### src/iackc_pkg.sv
// Shared constants, register map and carrier types of the acknowledge control block
package iackc_pkg;
    // ************************************************************
    // Timing
    // ************************************************************
    localparam int CLK_PERIOD_NS = 25;
    localparam int SCL_HALF_NS = 5000;
    // Least time, rounded up to whole cycles
    localparam int SCL_HALF_CYC = (SCL_HALF_NS + CLK_PERIOD_NS - 1) / CLK_PERIOD_NS;
    localparam int BITS_PER_BYTE = 8;

    // ************************************************************
    // Register map
    // ************************************************************
    localparam int ADDR_W = 4;
    localparam logic [3:0] OFS_CTRL = 4'h0;
    localparam logic [3:0] OFS_STATUS = 4'h4;
    localparam logic [3:0] OFS_RXDATA = 4'h8;
    localparam int CTRL_ACK_VALUE = 0;
    localparam int CTRL_ACK_TRIG = 1;
    localparam int CTRL_RX_TRIG = 2;
    localparam int CTRL_ADDR_HOLD = 3;
    localparam int CTRL_DATA_HOLD = 4;
    localparam int CTRL_MASTER = 5;
    localparam int STAT_BUSY = 0;
    localparam int STAT_AWAIT_ACK = 1;
    localparam int STAT_SLAVE_ACK = 2;
    localparam logic [31:0] REG_RESET = 32'h0000_0000;

    // Control register fields, bit 5 first
    typedef struct packed {
        logic master_mode;
        logic data_hold_enable;
        logic address_hold_enable;
        logic master_receive_trigger;
        logic ack_sequence_trigger;
        logic ack_value_select;
    } iackc_ctrl_s;
    localparam iackc_ctrl_s CTRL_RESET = '0;

    // Open-drain pin drive
    typedef struct packed {
        logic scl_oe;
        logic sda_oe;
    } iackc_pins_s;

    // Master engine states
    typedef enum logic [2:0] {
        M_IDLE = 3'b000,
        M_RX_LOW = 3'b001,
        M_RX_HIGH = 3'b010,
        M_ACK_LOW = 3'b011,
        M_ACK_HIGH = 3'b100,
        M_ACK_END = 3'b101
    } iackc_mst_e;

    // Slave acknowledge states
    typedef enum logic [1:0] {
        S_IDLE = 2'b00,
        S_WAIT_RISE = 2'b01,
        S_WAIT_FALL = 2'b10
    } iackc_slv_e;
endpackage

### src/iackc_half_timer.sv
// Half-bit timer of the serial clock, one-cycle tick at the end of each half period
`timescale 1ns/1ps
module iackc_half_timer #(
    parameter int HALF_CYC = iackc_pkg::SCL_HALF_CYC
) (
    input wire logic clk,     // System clock
    input wire logic sys_rst, // Async reset, active high
    input wire logic restart, // Start a new half period
    output logic tick         // End of half period
);
    import iackc_pkg::*;

    localparam int CW = $clog2(HALF_CYC + 1);
    logic [CW-1:0] cnt_q;
    logic [CW-1:0] cnt_d;
    logic tick_d;

    // Elaboration check
    if (HALF_CYC < 2) begin : g_bad
        $error("HALF_CYC must be at least 2");
    end

    // Count down to the tick
    always_comb begin
        tick_d = 1'b0;
        cnt_d = cnt_q;
        if (restart) begin
            cnt_d = CW'(HALF_CYC - 1);
        end else if (cnt_q == '0) begin
            cnt_d = CW'(HALF_CYC - 1);
        end else begin
            cnt_d = cnt_q - 1'b1;
            tick_d = (cnt_q == CW'(1));
        end
    end

    always_ff @(posedge clk or posedge sys_rst) begin
        if (sys_rst) begin
            cnt_q <= '0;
            tick <= 1'b0;
        end else begin
            cnt_q <= cnt_d;
            tick <= tick_d;
        end
    end
endmodule

### src/iackc_core.sv
// Acknowledge control: master receive byte, acknowledge sequence, slave held acknowledge
`timescale 1ns/1ps
// Contract
// - Master receive acknowledge drives value setting: 1 gives NACK, 0 gives ACK.
// - Slave with address or data hold sends value setting as acknowledge bit.
// - Acknowledge trigger works only as master during master receive.
// - Writing 1 to trigger runs acknowledge sequence carrying current value setting.
// - Acknowledge trigger reads 0 while no acknowledge sequence runs.
// - Receive trigger clears by hardware at end of the 8-bit byte.
module iackc_core #(
    parameter int HALF_CYC = iackc_pkg::SCL_HALF_CYC
) (
    input wire logic clk,                           // System clock, 40 MHz
    input wire logic sys_rst,                       // Async reset, active high
    input wire logic [iackc_pkg::ADDR_W-1:0] addr,  // Register byte address
    input wire logic [31:0] wdata,                  // Write data
    input wire logic wr,                            // Write strobe
    input wire logic rd,                            // Read strobe
    output logic [31:0] rdata,                      // Read data, cycle after rd
    input wire logic serial_clock_pin_in,           // Clock line level
    output logic serial_clock_pin_out,              // Clock line drive value
    output logic serial_clock_pin_oe,               // Clock line pulled low
    input wire logic serial_data_pin_in,            // Data line level
    output logic serial_data_pin_out,               // Data line drive value
    output logic serial_data_pin_oe,                // Data line pulled low
    input wire logic slave_ack_slot                 // Slave byte done, ack slot begins
);
    import iackc_pkg::*;

    // ************************************************************
    // State
    // ************************************************************
    iackc_ctrl_s ctrl_q, ctrl_d;
    iackc_mst_e mst_q, mst_d;
    iackc_slv_e slv_q, slv_d;
    iackc_pins_s pins_q, pins_d;
    logic [3:0] bit_cnt_q, bit_cnt_d;
    logic [7:0] shift_q, shift_d;
    logic [7:0] rx_data_q, rx_data_d;
    logic await_ack_q, await_ack_d;
    logic ack_bit_q, ack_bit_d;
    logic slv_bit_q, slv_bit_d;
    logic scl_prev_q;
    logic [31:0] rdata_d;
    logic tick;
    logic restart;
    logic ctrl_wr;
    logic ack_go;
    logic rx_go;

    if (HALF_CYC < 2) begin : g_bad
        $error("HALF_CYC must be at least 2");
    end

    iackc_half_timer #(.HALF_CYC(HALF_CYC)) u_timer (
        .clk(clk),
        .sys_rst(sys_rst),
        .restart(restart),
        .tick(tick)
    );

    // ************************************************************
    // Master engine and control register
    // ************************************************************
    assign ctrl_wr = wr && (addr == OFS_CTRL);
    assign ack_go = ctrl_wr && wdata[CTRL_ACK_TRIG] && ctrl_q.master_mode
                    && (mst_q == M_IDLE) && await_ack_q;
    assign rx_go = ctrl_wr && wdata[CTRL_RX_TRIG] && ctrl_q.master_mode
                   && (mst_q == M_IDLE) && !await_ack_q;
    assign restart = ack_go || rx_go;

    // Next state of master, control and capture
    always_comb begin
        ctrl_d = ctrl_q;
        mst_d = mst_q;
        bit_cnt_d = bit_cnt_q;
        shift_d = shift_q;
        rx_data_d = rx_data_q;
        await_ack_d = await_ack_q;
        ack_bit_d = ack_bit_q;
        if (ctrl_wr) begin
            ctrl_d.ack_value_select = wdata[CTRL_ACK_VALUE];
            ctrl_d.address_hold_enable = wdata[CTRL_ADDR_HOLD];
            ctrl_d.data_hold_enable = wdata[CTRL_DATA_HOLD];
            ctrl_d.master_mode = wdata[CTRL_MASTER];
        end
        unique case (mst_q)
            M_IDLE: begin
                if (ack_go) begin
                    ctrl_d.ack_sequence_trigger = 1'b1;
                    ack_bit_d = wdata[CTRL_ACK_VALUE];
                    mst_d = M_ACK_LOW;
                end else if (rx_go) begin
                    ctrl_d.master_receive_trigger = 1'b1;
                    bit_cnt_d = '0;
                    mst_d = M_RX_LOW;
                end
            end
            M_RX_LOW: begin
                if (tick) begin
                    mst_d = M_RX_HIGH;
                end
            end
            M_RX_HIGH: begin
                if (tick) begin
                    shift_d = {shift_q[6:0], serial_data_pin_in};
                    bit_cnt_d = bit_cnt_q + 1'b1;
                    mst_d = M_RX_LOW;
                    if (bit_cnt_q == 4'(BITS_PER_BYTE - 1)) begin
                        ctrl_d.master_receive_trigger = 1'b0;
                        rx_data_d = {shift_q[6:0], serial_data_pin_in};
                        await_ack_d = 1'b1;
                        mst_d = M_IDLE;
                    end
                end
            end
            M_ACK_LOW: begin
                if (tick) begin
                    mst_d = M_ACK_HIGH;
                end
            end
            M_ACK_HIGH: begin
                if (tick) begin
                    mst_d = M_ACK_END;
                end
            end
            M_ACK_END: begin
                if (tick) begin
                    ctrl_d.ack_sequence_trigger = 1'b0;
                    await_ack_d = 1'b0;
                    mst_d = M_IDLE;
                end
            end
            default: begin
                mst_d = M_IDLE;
            end
        endcase
    end

    // ************************************************************
    // Slave held acknowledge
    // ************************************************************
    always_comb begin
        slv_d = slv_q;
        slv_bit_d = slv_bit_q;
        unique case (slv_q)
            S_IDLE: begin
                if (slave_ack_slot && !ctrl_q.master_mode) begin
                    slv_bit_d = (ctrl_q.address_hold_enable || ctrl_q.data_hold_enable)
                                ? ctrl_q.ack_value_select : 1'b0;
                    slv_d = S_WAIT_RISE;
                end
            end
            S_WAIT_RISE: begin
                if (serial_clock_pin_in && !scl_prev_q) begin
                    slv_d = S_WAIT_FALL;
                end
            end
            S_WAIT_FALL: begin
                if (!serial_clock_pin_in && scl_prev_q) begin
                    slv_d = S_IDLE;
                end
            end
            default: begin
                slv_d = S_IDLE;
            end
        endcase
    end

    // ************************************************************
    // Pin drive, from next state so pins align with state
    // ************************************************************
    always_comb begin
        pins_d.scl_oe = (mst_d == M_RX_LOW) || (mst_d == M_ACK_LOW) || (mst_d == M_ACK_END)
                        || ((mst_d == M_IDLE) && await_ack_d);
        pins_d.sda_oe = ((mst_d == M_ACK_LOW) || (mst_d == M_ACK_HIGH) || (mst_d == M_ACK_END))
                        && !ack_bit_d;
        if ((slv_d != S_IDLE) && !slv_bit_d) begin
            pins_d.sda_oe = 1'b1;
        end
    end

    // Register read mux
    always_comb begin
        rdata_d = '0;
        if (rd) begin
            unique case (addr)
                OFS_CTRL: rdata_d = {26'h0, ctrl_q};
                OFS_STATUS: rdata_d = {29'h0, slv_q != S_IDLE, await_ack_q, mst_q != M_IDLE};
                OFS_RXDATA: rdata_d = {24'h0, rx_data_q};
                default: rdata_d = '0;
            endcase
        end
    end

    always_ff @(posedge clk or posedge sys_rst) begin
        if (sys_rst) begin
            ctrl_q <= CTRL_RESET;
            mst_q <= M_IDLE;
            slv_q <= S_IDLE;
            pins_q <= '0;
            bit_cnt_q <= '0;
            shift_q <= '0;
            rx_data_q <= '0;
            await_ack_q <= 1'b0;
            ack_bit_q <= 1'b0;
            slv_bit_q <= 1'b0;
            scl_prev_q <= 1'b1;
            rdata <= REG_RESET;
            serial_clock_pin_out <= 1'b0;
            serial_data_pin_out <= 1'b0;
        end else begin
            ctrl_q <= ctrl_d;
            mst_q <= mst_d;
            slv_q <= slv_d;
            pins_q <= pins_d;
            bit_cnt_q <= bit_cnt_d;
            shift_q <= shift_d;
            rx_data_q <= rx_data_d;
            await_ack_q <= await_ack_d;
            ack_bit_q <= ack_bit_d;
            slv_bit_q <= slv_bit_d;
            scl_prev_q <= serial_clock_pin_in;
            rdata <= rdata_d;
            serial_clock_pin_out <= 1'b0;
            serial_data_pin_out <= 1'b0;
        end
    end
    assign serial_clock_pin_oe = pins_q.scl_oe;
    assign serial_data_pin_oe = pins_q.sda_oe;

    // ************************************************************
    // Assertions
    // ************************************************************
    property p_ack_value_master;
        @(posedge clk) disable iff (sys_rst)
        (mst_q == M_ACK_HIGH) |-> (serial_data_pin_oe == !ack_bit_q) && !serial_clock_pin_oe;
    endproperty
    a_ack_value_master: assert property (p_ack_value_master)
        else $error("master ack bit wrong on data line");

    property p_slave_value;
        @(posedge clk) disable iff (sys_rst)
        (slave_ack_slot && slv_q == S_IDLE && !ctrl_q.master_mode
         && ctrl_q.address_hold_enable && ctrl_q.ack_value_select)
        |=> (slv_q == S_WAIT_RISE) && !serial_data_pin_oe;
    endproperty
    a_slave_value: assert property (p_slave_value)
        else $error("held slave did not send NACK");

    property p_mode_gate;
        @(posedge clk) disable iff (sys_rst)
        (ctrl_wr && wdata[CTRL_ACK_TRIG] && !ctrl_q.master_mode && mst_q == M_IDLE)
        |=> (mst_q == M_IDLE) && !ctrl_q.ack_sequence_trigger;
    endproperty
    a_mode_gate: assert property (p_mode_gate)
        else $error("ack trigger acted outside master receive");

    property p_ack_start;
        @(posedge clk) disable iff (sys_rst)
        ack_go |=> (mst_q == M_ACK_LOW) && ctrl_q.ack_sequence_trigger
                   && (ack_bit_q == $past(wdata[CTRL_ACK_VALUE])) && serial_clock_pin_oe;
    endproperty
    a_ack_start: assert property (p_ack_start)
        else $error("ack sequence did not start");

    property p_idle_reads_zero;
        @(posedge clk) disable iff (sys_rst)
        (mst_q == M_IDLE) |-> !ctrl_q.ack_sequence_trigger;
    endproperty
    a_idle_reads_zero: assert property (p_idle_reads_zero)
        else $error("ack trigger set while idle");

    property p_rx_clear;
        @(posedge clk) disable iff (sys_rst)
        (mst_q == M_RX_HIGH && tick && bit_cnt_q == 4'h7)
        |=> !ctrl_q.master_receive_trigger && await_ack_q ##1 (rx_data_q == $past(rx_data_q));
    endproperty
    a_rx_clear: assert property (p_rx_clear)
        else $error("receive trigger not cleared after byte");

    property p_ack_selfclear;
        @(posedge clk) disable iff (sys_rst)
        (mst_q == M_ACK_END && tick)
        |=> !ctrl_q.ack_sequence_trigger && !serial_clock_pin_oe && !serial_data_pin_oe;
    endproperty
    a_ack_selfclear: assert property (p_ack_selfclear)
        else $error("ack trigger did not clear with clock released");
endmodule

### config.mk
export PLATFORM = sky130hd
export DESIGN_NAME = iackc_core
export DESIGN_NICKNAME = d
export VERILOG_FILES = /design/src/iackc_pkg.sv /design/src/iackc_half_timer.sv /design/src/iackc_core.sv
export SDC_FILE = /design/constraint.sdc
export NUM_CORES = 1
export LEC_CHECK = 0
export ABC_CLOCK_PERIOD_IN_PS = 2700
export BUFFER_PORTS_ARGS = -buffer_cell sky130_fd_sc_hd__buf_2
export CAP_MARGIN = 20
export CELL_PAD_IN_SITES_DETAIL_PLACEMENT = 2
export CELL_PAD_IN_SITES_GLOBAL_PLACEMENT = 2
export CORE_UTILIZATION = 33
export CTS_BUF_LIST = sky130_fd_sc_hd__clkbuf_4 sky130_fd_sc_hd__clkbuf_8
export DETAILED_ROUTE_END_ITERATION = 8
export PLACE_DENSITY_LB_ADDON = 0.1
export SYNTH_ARGS = -nofsm -noshare
export SYNTH_HDL_FRONTEND = slang
export SYNTH_SLANG_ARGS = --single-unit
### constraint.sdc
create_clock -name clk -period 2.7 [get_ports clk]
set_clock_uncertainty 0.1 [all_clocks]
set_input_delay 0.27 -clock clk [delete_from_list [all_inputs] [get_ports clk]]
set_output_delay 0.27 -clock clk [all_outputs]
set_load 0.01 [all_outputs]
==> results of run 1 <==
sequential cells by signal, summed over array words and instances (netlist names), 2 cells and up:
| register | cells |
|---|---|
| rdata | 8 |
| rx_data_q | 8 |
| u_timer.cnt_q | 8 |
| shift_q | 7 |
| ctrl_q | 6 |
| bit_cnt_q | 4 |
| mst_q | 3 |
| slv_q | 2 |
worst min path at each step:
stage / start / end / slack (ps) / cells past startpoint
global route: wdata[5] / ctrl_q[5] / 80 / 2
detailed placement: sys_rst / serial_data_pin_oe / 160 / 2
finish: wdata[5] / ctrl_q[5] / 90 / 2
CTS: wdata[5] / ctrl_q[5] / 80 / 2
floorplan: serial_clock_pin_in / scl_prev_q / 170 / 0
global placement: sys_rst / serial_data_pin_oe / 160 / 2
where the power goes:
| part | total (mW) | switching [mW] | internal [mW] |
|---|---|---|---|
| Combinational | 0.183 | 0.113 | 0.0699 |
| Clock | 0.451 | 0.266 | 0.185 |
| Sequential | 0.868 | 0.0298 | 0.838 |
cell usage after synthesis (all sizes together), types with 2 or more instances:
master,instances
nand2b,4
nand3,3
mux2i,6
clkbuf,5
dfrtp,52
or4,4
nor3,4
a21oi,9
nor2b,2
or2,2
nor4bb,3
xnor2,3
o31ai,2
and2,3
nor4,2
a211oi,2
and3,3
inv,9
nand4bb,2
ha,4
nor2,14
o21ai,5
nand3b,3
or3,2
nand4b,2
mux2,20
buf,28
nand2,13
layout by cell type, fill, tap and decap left out, types with 3 or more instances in the layout:
| cell | netlist | layout |
|---|---|---|
| nand3_1 | 3 | 3 |
| mux2i_1 | 6 | 6 |
| or4_1 | 3 | 3 |
| dfrtp_1 | 52 | 52 |
| and3_1 | 3 | 3 |
| ha_1 | 4 | 4 |
| conb_1 | 1 | 26 |
| a21oi_1 | 9 | 9 |
| nor2_1 | 14 | 14 |
| buf_2 | 2 | 26 |
| nand2b_1 | 4 | 4 |
| nand3b_1 | 3 | 3 |
| buf_4 | 26 | 7 |
| clkbuf_8 | 0 | 5 |
| nor3_1 | 4 | 4 |
| inv_1 | 9 | 8 |
| mux2_2 | 19 | 19 |
| xnor2_1 | 3 | 3 |
| and2_1 | 3 | 3 |
| o21ai_0 | 4 | 4 |
| nand2_1 | 13 | 13 |
through the flow:
| step | cells | util |
|---|---|---|
| 2_1_floorplan | 253 | - |
| 3_3_place_gp | 352 | 0.372 |
| 3_5_place_dp | 352 | 0.372 |
| 4_1_cts | 362 | 0.386 |
| 5_1_grt | 362 | 0.386 |
| 6_report | 362 | 0.386 |
routing by layer:
layer | up-vias | routed length [µm] | track usage
li1 | 810 | - | -
met1 | 857 | 2330 | 0.174
met2 | 31 | 2760 | 0.255
met3 | 5 | 144 | 0.0236
met4 | 0 | 56 | 0.0403
met5 | - | 0 | 0
final cells by class:
cell class	count	area [µm²]	share of cell area
clock buffers	5	68.8	0.0240
clock inverters	3	21.3	0.00743
inverters	9	33.8	0.0118
multi-input cells	158	1080	0.379
flip-flops and latches	53	1330	0.464
well taps	99	124	0.0433
repair buffers	35	203	0.0708
kinds of logic after synthesis:
kind of cell	synth area share
DFF	0.517
adders and majority gates	0.0195
xor gates and xnor gates	0.0136
muxes	0.112
buffers and inverters	0.100
other	0.00146
AOI/OAI and AO/OA	0.0779
and+or+nand+nor	0.158
repair_timing:
item	4_1_cts	5_1_grt
setup buffers	0	0
hold buffers	2	0
hold endpoints to repair	15	0
==> flow_metrics.env, run 1 <==
export IMPL_ys_dominant_reg_cell="dfrtp_1"
export IMPL_antenna_found_initial=0
export IMPL_p_total_mw=1.50
export IMPL_drt_total_wl_mm=5.29
export IMPL_final_area_um2=2860
export IMPL_crit_end="serial_data_pin_oe"
export IMPL_vdd_drop_max_uv=187
export IMPL_worst_r2r_cell_count=4
export IMPL_rows=31
export IMPL_grt_pass1_wl_mm=9.20
export IMPL_finalHoldViolCount=0
export IMPL_cp_slowest_cell="or4_4"
export IMPL_syn_cell_area_um2=2570
export IMPL_slowest_delay_ps=580
export IMPL_grt_setup_unrepaired="no"
export IMPL_die_area_um2=8150
export IMPL_cts_tree="yes"
export IMPL_drv_cap=0
export IMPL_crit_cells=4
export IMPL_ys_seq_area_frac=0.517
export IMPL_drc_errors=0
export IMPL_fmax_ghz=0.448
export IMPL_die_w_um=90.3
export IMPL_area_growth_synth_to_final_pct=11.4
export IMPL_grt_pass1_vias=1894
export IMPL_wl_per_cell_um=14.6
export IMPL_fin_ws_ps=468
export IMPL_critical_path_max_fanout=9
export IMPL_nets=309
export IMPL_cp_startpoint="mst_q[2]"
export IMPL_start_kind="flip-flop"
export IMPL_outcome="finished, final reports clean"
export IMPL_first_pass_iters=4
export IMPL_ioPinCount=79
export IMPL_path_class="reg2reg"
export IMPL_cts_max_path_buffers=2
export IMPL_setup_viol=0
export IMPL_r2r_start="mst_q[2]"
export IMPL_synth_top_area_share=0.506
export IMPL_ys_ff_latch=53
export IMPL_synth_enable_flop_cells=0
export IMPL_clockRootBuffer="clkbuf_8"
export IMPL_post_route_min_period_ps=2230
export IMPL_vias=1703
export IMPL_synth_cell_types=50
export IMPL_drive_above_1_share=0.262
export IMPL_place_port_buffers=26
export IMPL_path_clk_slew_ps=100
export IMPL_final_max_slew_viol_count=0
export IMPL_worstPathCellList="or3_4, or4_4, mux2_4, o32ai_2"
export IMPL_grt_max_degree=22
export IMPL_cp_arrival_ps=2350
export IMPL_rr_endpoint="serial_data_pin_oe"
export IMPL_tns_ps=0
export IMPL_path_delay_family="simple AND/OR/NAND/NOR gates"
export IMPL_via_per_inst=4.70
export IMPL_start_util=0.347
export IMPL_rrSetupSlack_ps=470
export IMPL_antenna_cells=0
export IMPL_power_density_nw_per_um2=525
export IMPL_crit_buf_inv=0
export IMPL_die_h_um=90.3
export IMPL_coreArea_um2=7410
export IMPL_synthArstFlopShare=1.00
export IMPL_worstPathRequired_ps=2820
export IMPL_synth_avg_cell_area_um2=11.3
export IMPL_numCtsBuffers=5
export IMPL_clkLatencyLatePin_ps=300
export IMPL_gp_congestion=0.698
export IMPL_cts_resized=0
export IMPL_yosysWarnings=0
export IMPL_cp_end_kind="flip-flop"
export IMPL_fin_crit_sh=0.827
export IMPL_leakagePower_nw=1.38
export IMPL_initialDrtViolationCount=14
export IMPL_grt_use_total=0.142
export IMPL_dp_hpwl_mm=4.15
export IMPL_hold_class="in2reg"
export IMPL_holdWs_ps=90.1
export IMPL_synthTopCellsByArea="dfrtp_1, mux2_2, buf_4"
export IMPL_cts_sinks=53
export IMPL_ant_nets=0
export IMPL_cts_htree_levels=2
export IMPL_fillers=787
export IMPL_grt_overflow=0
export IMPL_synth_cells=228
export IMPL_dp_slack_ps=481
export IMPL_detailed_place_area_um2=2750
export IMPL_synth_top_area_cell="dfrtp_1"
(Power assumes the default switching activity.)
==> run 2: changes to the inputs <==
--- a/config.mk
+++ b/config.mk
@@ -5,12 +5,12 @@
 export SDC_FILE = /design/constraint.sdc
 export NUM_CORES = 1
 export LEC_CHECK = 0
-export ABC_CLOCK_PERIOD_IN_PS = 2700
+export ABC_CLOCK_PERIOD_IN_PS = 1870
 export BUFFER_PORTS_ARGS = -buffer_cell sky130_fd_sc_hd__buf_2
 export CAP_MARGIN = 20
 export CELL_PAD_IN_SITES_DETAIL_PLACEMENT = 2
 export CELL_PAD_IN_SITES_GLOBAL_PLACEMENT = 2
-export CORE_UTILIZATION = 33
+export CORE_UTILIZATION = 30
 export CTS_BUF_LIST = sky130_fd_sc_hd__clkbuf_4 sky130_fd_sc_hd__clkbuf_8
 export DETAILED_ROUTE_END_ITERATION = 8
 export PLACE_DENSITY_LB_ADDON = 0.1
==> constraint.sdc (replaced) <==
create_clock -name clk -period 1.87 [get_ports clk]
set_clock_uncertainty 0.1 [all_clocks]
set_input_delay 0.187 -clock clk [delete_from_list [all_inputs] [get_ports clk]]
set_output_delay 0.187 -clock clk [all_outputs]
set_load 0.01 [all_outputs]
==> run 2 against run 1 <==
- the run now ends with negative setup slack left
- maximum frequency is 14% higher
- final area is 7.2% higher
- via count is 4.2% higher
- critical path depth stayed put
- clock-buffer cell count stayed put
- global-route usage is 0.49 points higher
- utilization is 1.5 points lower
- first-iteration DRC count grew to 2.9 times the previous value
- total power is 56% higher
- critical endpoint is now bit_cnt_q[1]
- largest cell class unchanged
==> flow_metrics.env, run 2 (same netlist as run 1, synthesis figures left out) <==
export IMPL_outcome="finished, violations left"
export IMPL_violations="negative setup slack"
export IMPL_seqCellArea_um2=1330
export IMPL_vias=1774
export IMPL_fin_crit_sh=1.04
export IMPL_leakagePower_nw=1.49
export IMPL_first_pass_iters=4
export IMPL_fillers=930
export IMPL_drive_above_1_share=0.299
export IMPL_post_route_min_period_ps=1950
export IMPL_setup_viol=14
export IMPL_gp_congestion=0.682
export IMPL_via_per_inst=4.63
export IMPL_power_density_nw_per_um2=765
export IMPL_cts_tree="yes"
export IMPL_ant_nets=0
export IMPL_wl_per_cell_um=15.6
export IMPL_place_port_buffers=26
export IMPL_die_w_um=94.6
export IMPL_rows=33
export IMPL_internal_power_mw=1.73
export IMPL_p_total_mw=2.35
export IMPL_cts_sinks=53
export IMPL_top_usage_layer="met2"
export IMPL_start_util=0.311
export IMPL_slew_headroom=0.665
export IMPL_worstPathRequired_ps=1990
export IMPL_most_common_layout_cells="dfrtp_1, conb_1, buf_2, mux2_2, buf_4"
export IMPL_clockRootBuffer="clkbuf_8"
export IMPL_post_route_util=0.372
export IMPL_drc_errors=0
export IMPL_cts_htree_levels=2
export IMPL_tightest_slew_ps=502
export IMPL_finalHoldViolCount=0
export IMPL_drv_cap=0
export IMPL_ioPinCount=79
export IMPL_grtUsageMet1=0.206
export IMPL_coreArea_um2=8260
export IMPL_comb_power_share=0.121
export IMPL_cp_arrival_ps=2070
export IMPL_power_frac_seq=0.532
export IMPL_final_max_slew_viol_count=0
export IMPL_grt_pass1_wl_mm=9.78
export IMPL_top_regs="rdata: 8 flops, rx_data_q: 8 flops, u_timer.cnt_q: 8 flops"
export IMPL_critical_path_max_fanout=5
export IMPL_drt_total_wl_mm=5.97
export IMPL_grt_pass1_vias=1885
export IMPL_vdd_drop_max_uv=272
export IMPL_p_sw_mw=0.620
export IMPL_die_area_um2=8940
export IMPL_grt_use_total=0.147
export IMPL_hold_class="in2reg"
export IMPL_clkLatencyLatePin_ps=310
export IMPL_initialDrtViolationCount=41
export IMPL_holdWs_ps=18.8
export IMPL_numCtsBuffers=5
export IMPL_grt_max_degree=54
export IMPL_die_h_um=94.6
export IMPL_grt_util_met3=0.0306
export IMPL_cp_end_kind="flip-flop"
export IMPL_dp_hpwl_mm=4.33
export IMPL_antenna_cells=0
export IMPL_grt_util_met2=0.226
export IMPL_start_kind="flip-flop"
export IMPL_multi_input_area_um2=1110
export IMPL_fin_ws_ps=-79.5
export IMPL_area_growth_synth_to_final_pct=19.4
export IMPL_clkPwrFrac=0.347
export IMPL_layout_commonest_cell="dfrtp_1"
export IMPL_fmax_ghz=0.513
export IMPL_path_clk_slew_ps=100
export IMPL_cts_max_path_buffers=2
export IMPL_antenna_found_initial=0
export IMPL_grt_setup_unrepaired="yes"
export IMPL_grt_overflow=0
export IMPL_tns_ps=-481
export IMPL_nets=324
export IMPL_path_class="reg2reg"
export IMPL_sw_frac_of_total=0.264
-- run 2: changes by cell type in the layout (fill, tap and decap cells not counted), sizes merged --
cell / before / now
dlygate4sd3: 2 / 5
inv: 10 / 9
buf: 33 / 45
bufinv: 0 / 1
-- run 2: metrics by stage --
step / cells / instance area [µm²] / setup slack, ps
finish: 383 / 3070 / -79.5
global route: 383 / 3070 / -161
CTS: 383 / 3060 / -98.7
detailed placement: 368 / 2850 / -74.8
global placement: 368 / 2850 / -94.0
floorplan: 253 / 2680 / -122
-- run 2: timing repair --
| action | 4_1_cts | 5_1_grt |
|---|---|---|
| pin swaps | 0 | 2 |
| endpoints found under the setup margin | 14 | 17 |
| cloned | 1 | 0 |
| buffers inserted | 1 | 0 |
| gates resized for setup | 6 | 2 |
| hold buffers | 5 | 0 |
| endpoints found under the hold margin | 56 | 0 |
-- run 2: area by class of cell --
class | count | share of cell area
timing repair buffer | 50 | 0.113
sequential | 53 | 0.433
multi-input combinational | 158 | 0.363
clock inverter | 3 | 0.0151
clock buffer | 5 | 0.0224
inverter | 9 | 0.0110
tap | 105 | 0.0428
-- run 2: path summary, 6_finish.rpt --
kind                                     to  depth (start not counted)  slack (ps)                from
max                            bit_cnt_q[1]                          4         -80            mst_q[0]
min                              shift_q[0]                          2          20  serial_data_pin_in
max reg2reg                    bit_cnt_q[1]                          4         -80            mst_q[0]
min reg2reg                u_timer.cnt_q[0]                          1         420    u_timer.cnt_q[0]
max in group asynchronous        scl_prev_q                          4        1030             sys_rst
min in group asynchronous  u_timer.cnt_q[1]                          4         360             sys_rst
-- run 2: power by group through the flow --
stage | clock network (mW) | registers, mW | logic (mW)
finish | 0.814 | 1.25 | 0.284
detailed placement | 0 | 1.27 | 0.286
floorplan | 0 | 1.27 | 0.214
global route | 0.888 | 1.26 | 0.330
global placement | 0 | 1.27 | 0.281
CTS | 0.844 | 1.25 | 0.295
-- run 2: critical path, cell delays in order (launching register included) --
cell,delay (ps)
dfrtp_1,400
or3_4,410
or4_1,590
and3_1,200
a31o_1,170
-- run 2: per-layer routing --
metal / vias to the layer above / wire [µm]
met5: - / 0
met4: 0 / 83
met3: 6 / 161
met2: 31 / 2800
met1: 895 / 2920
li1: 842 / -
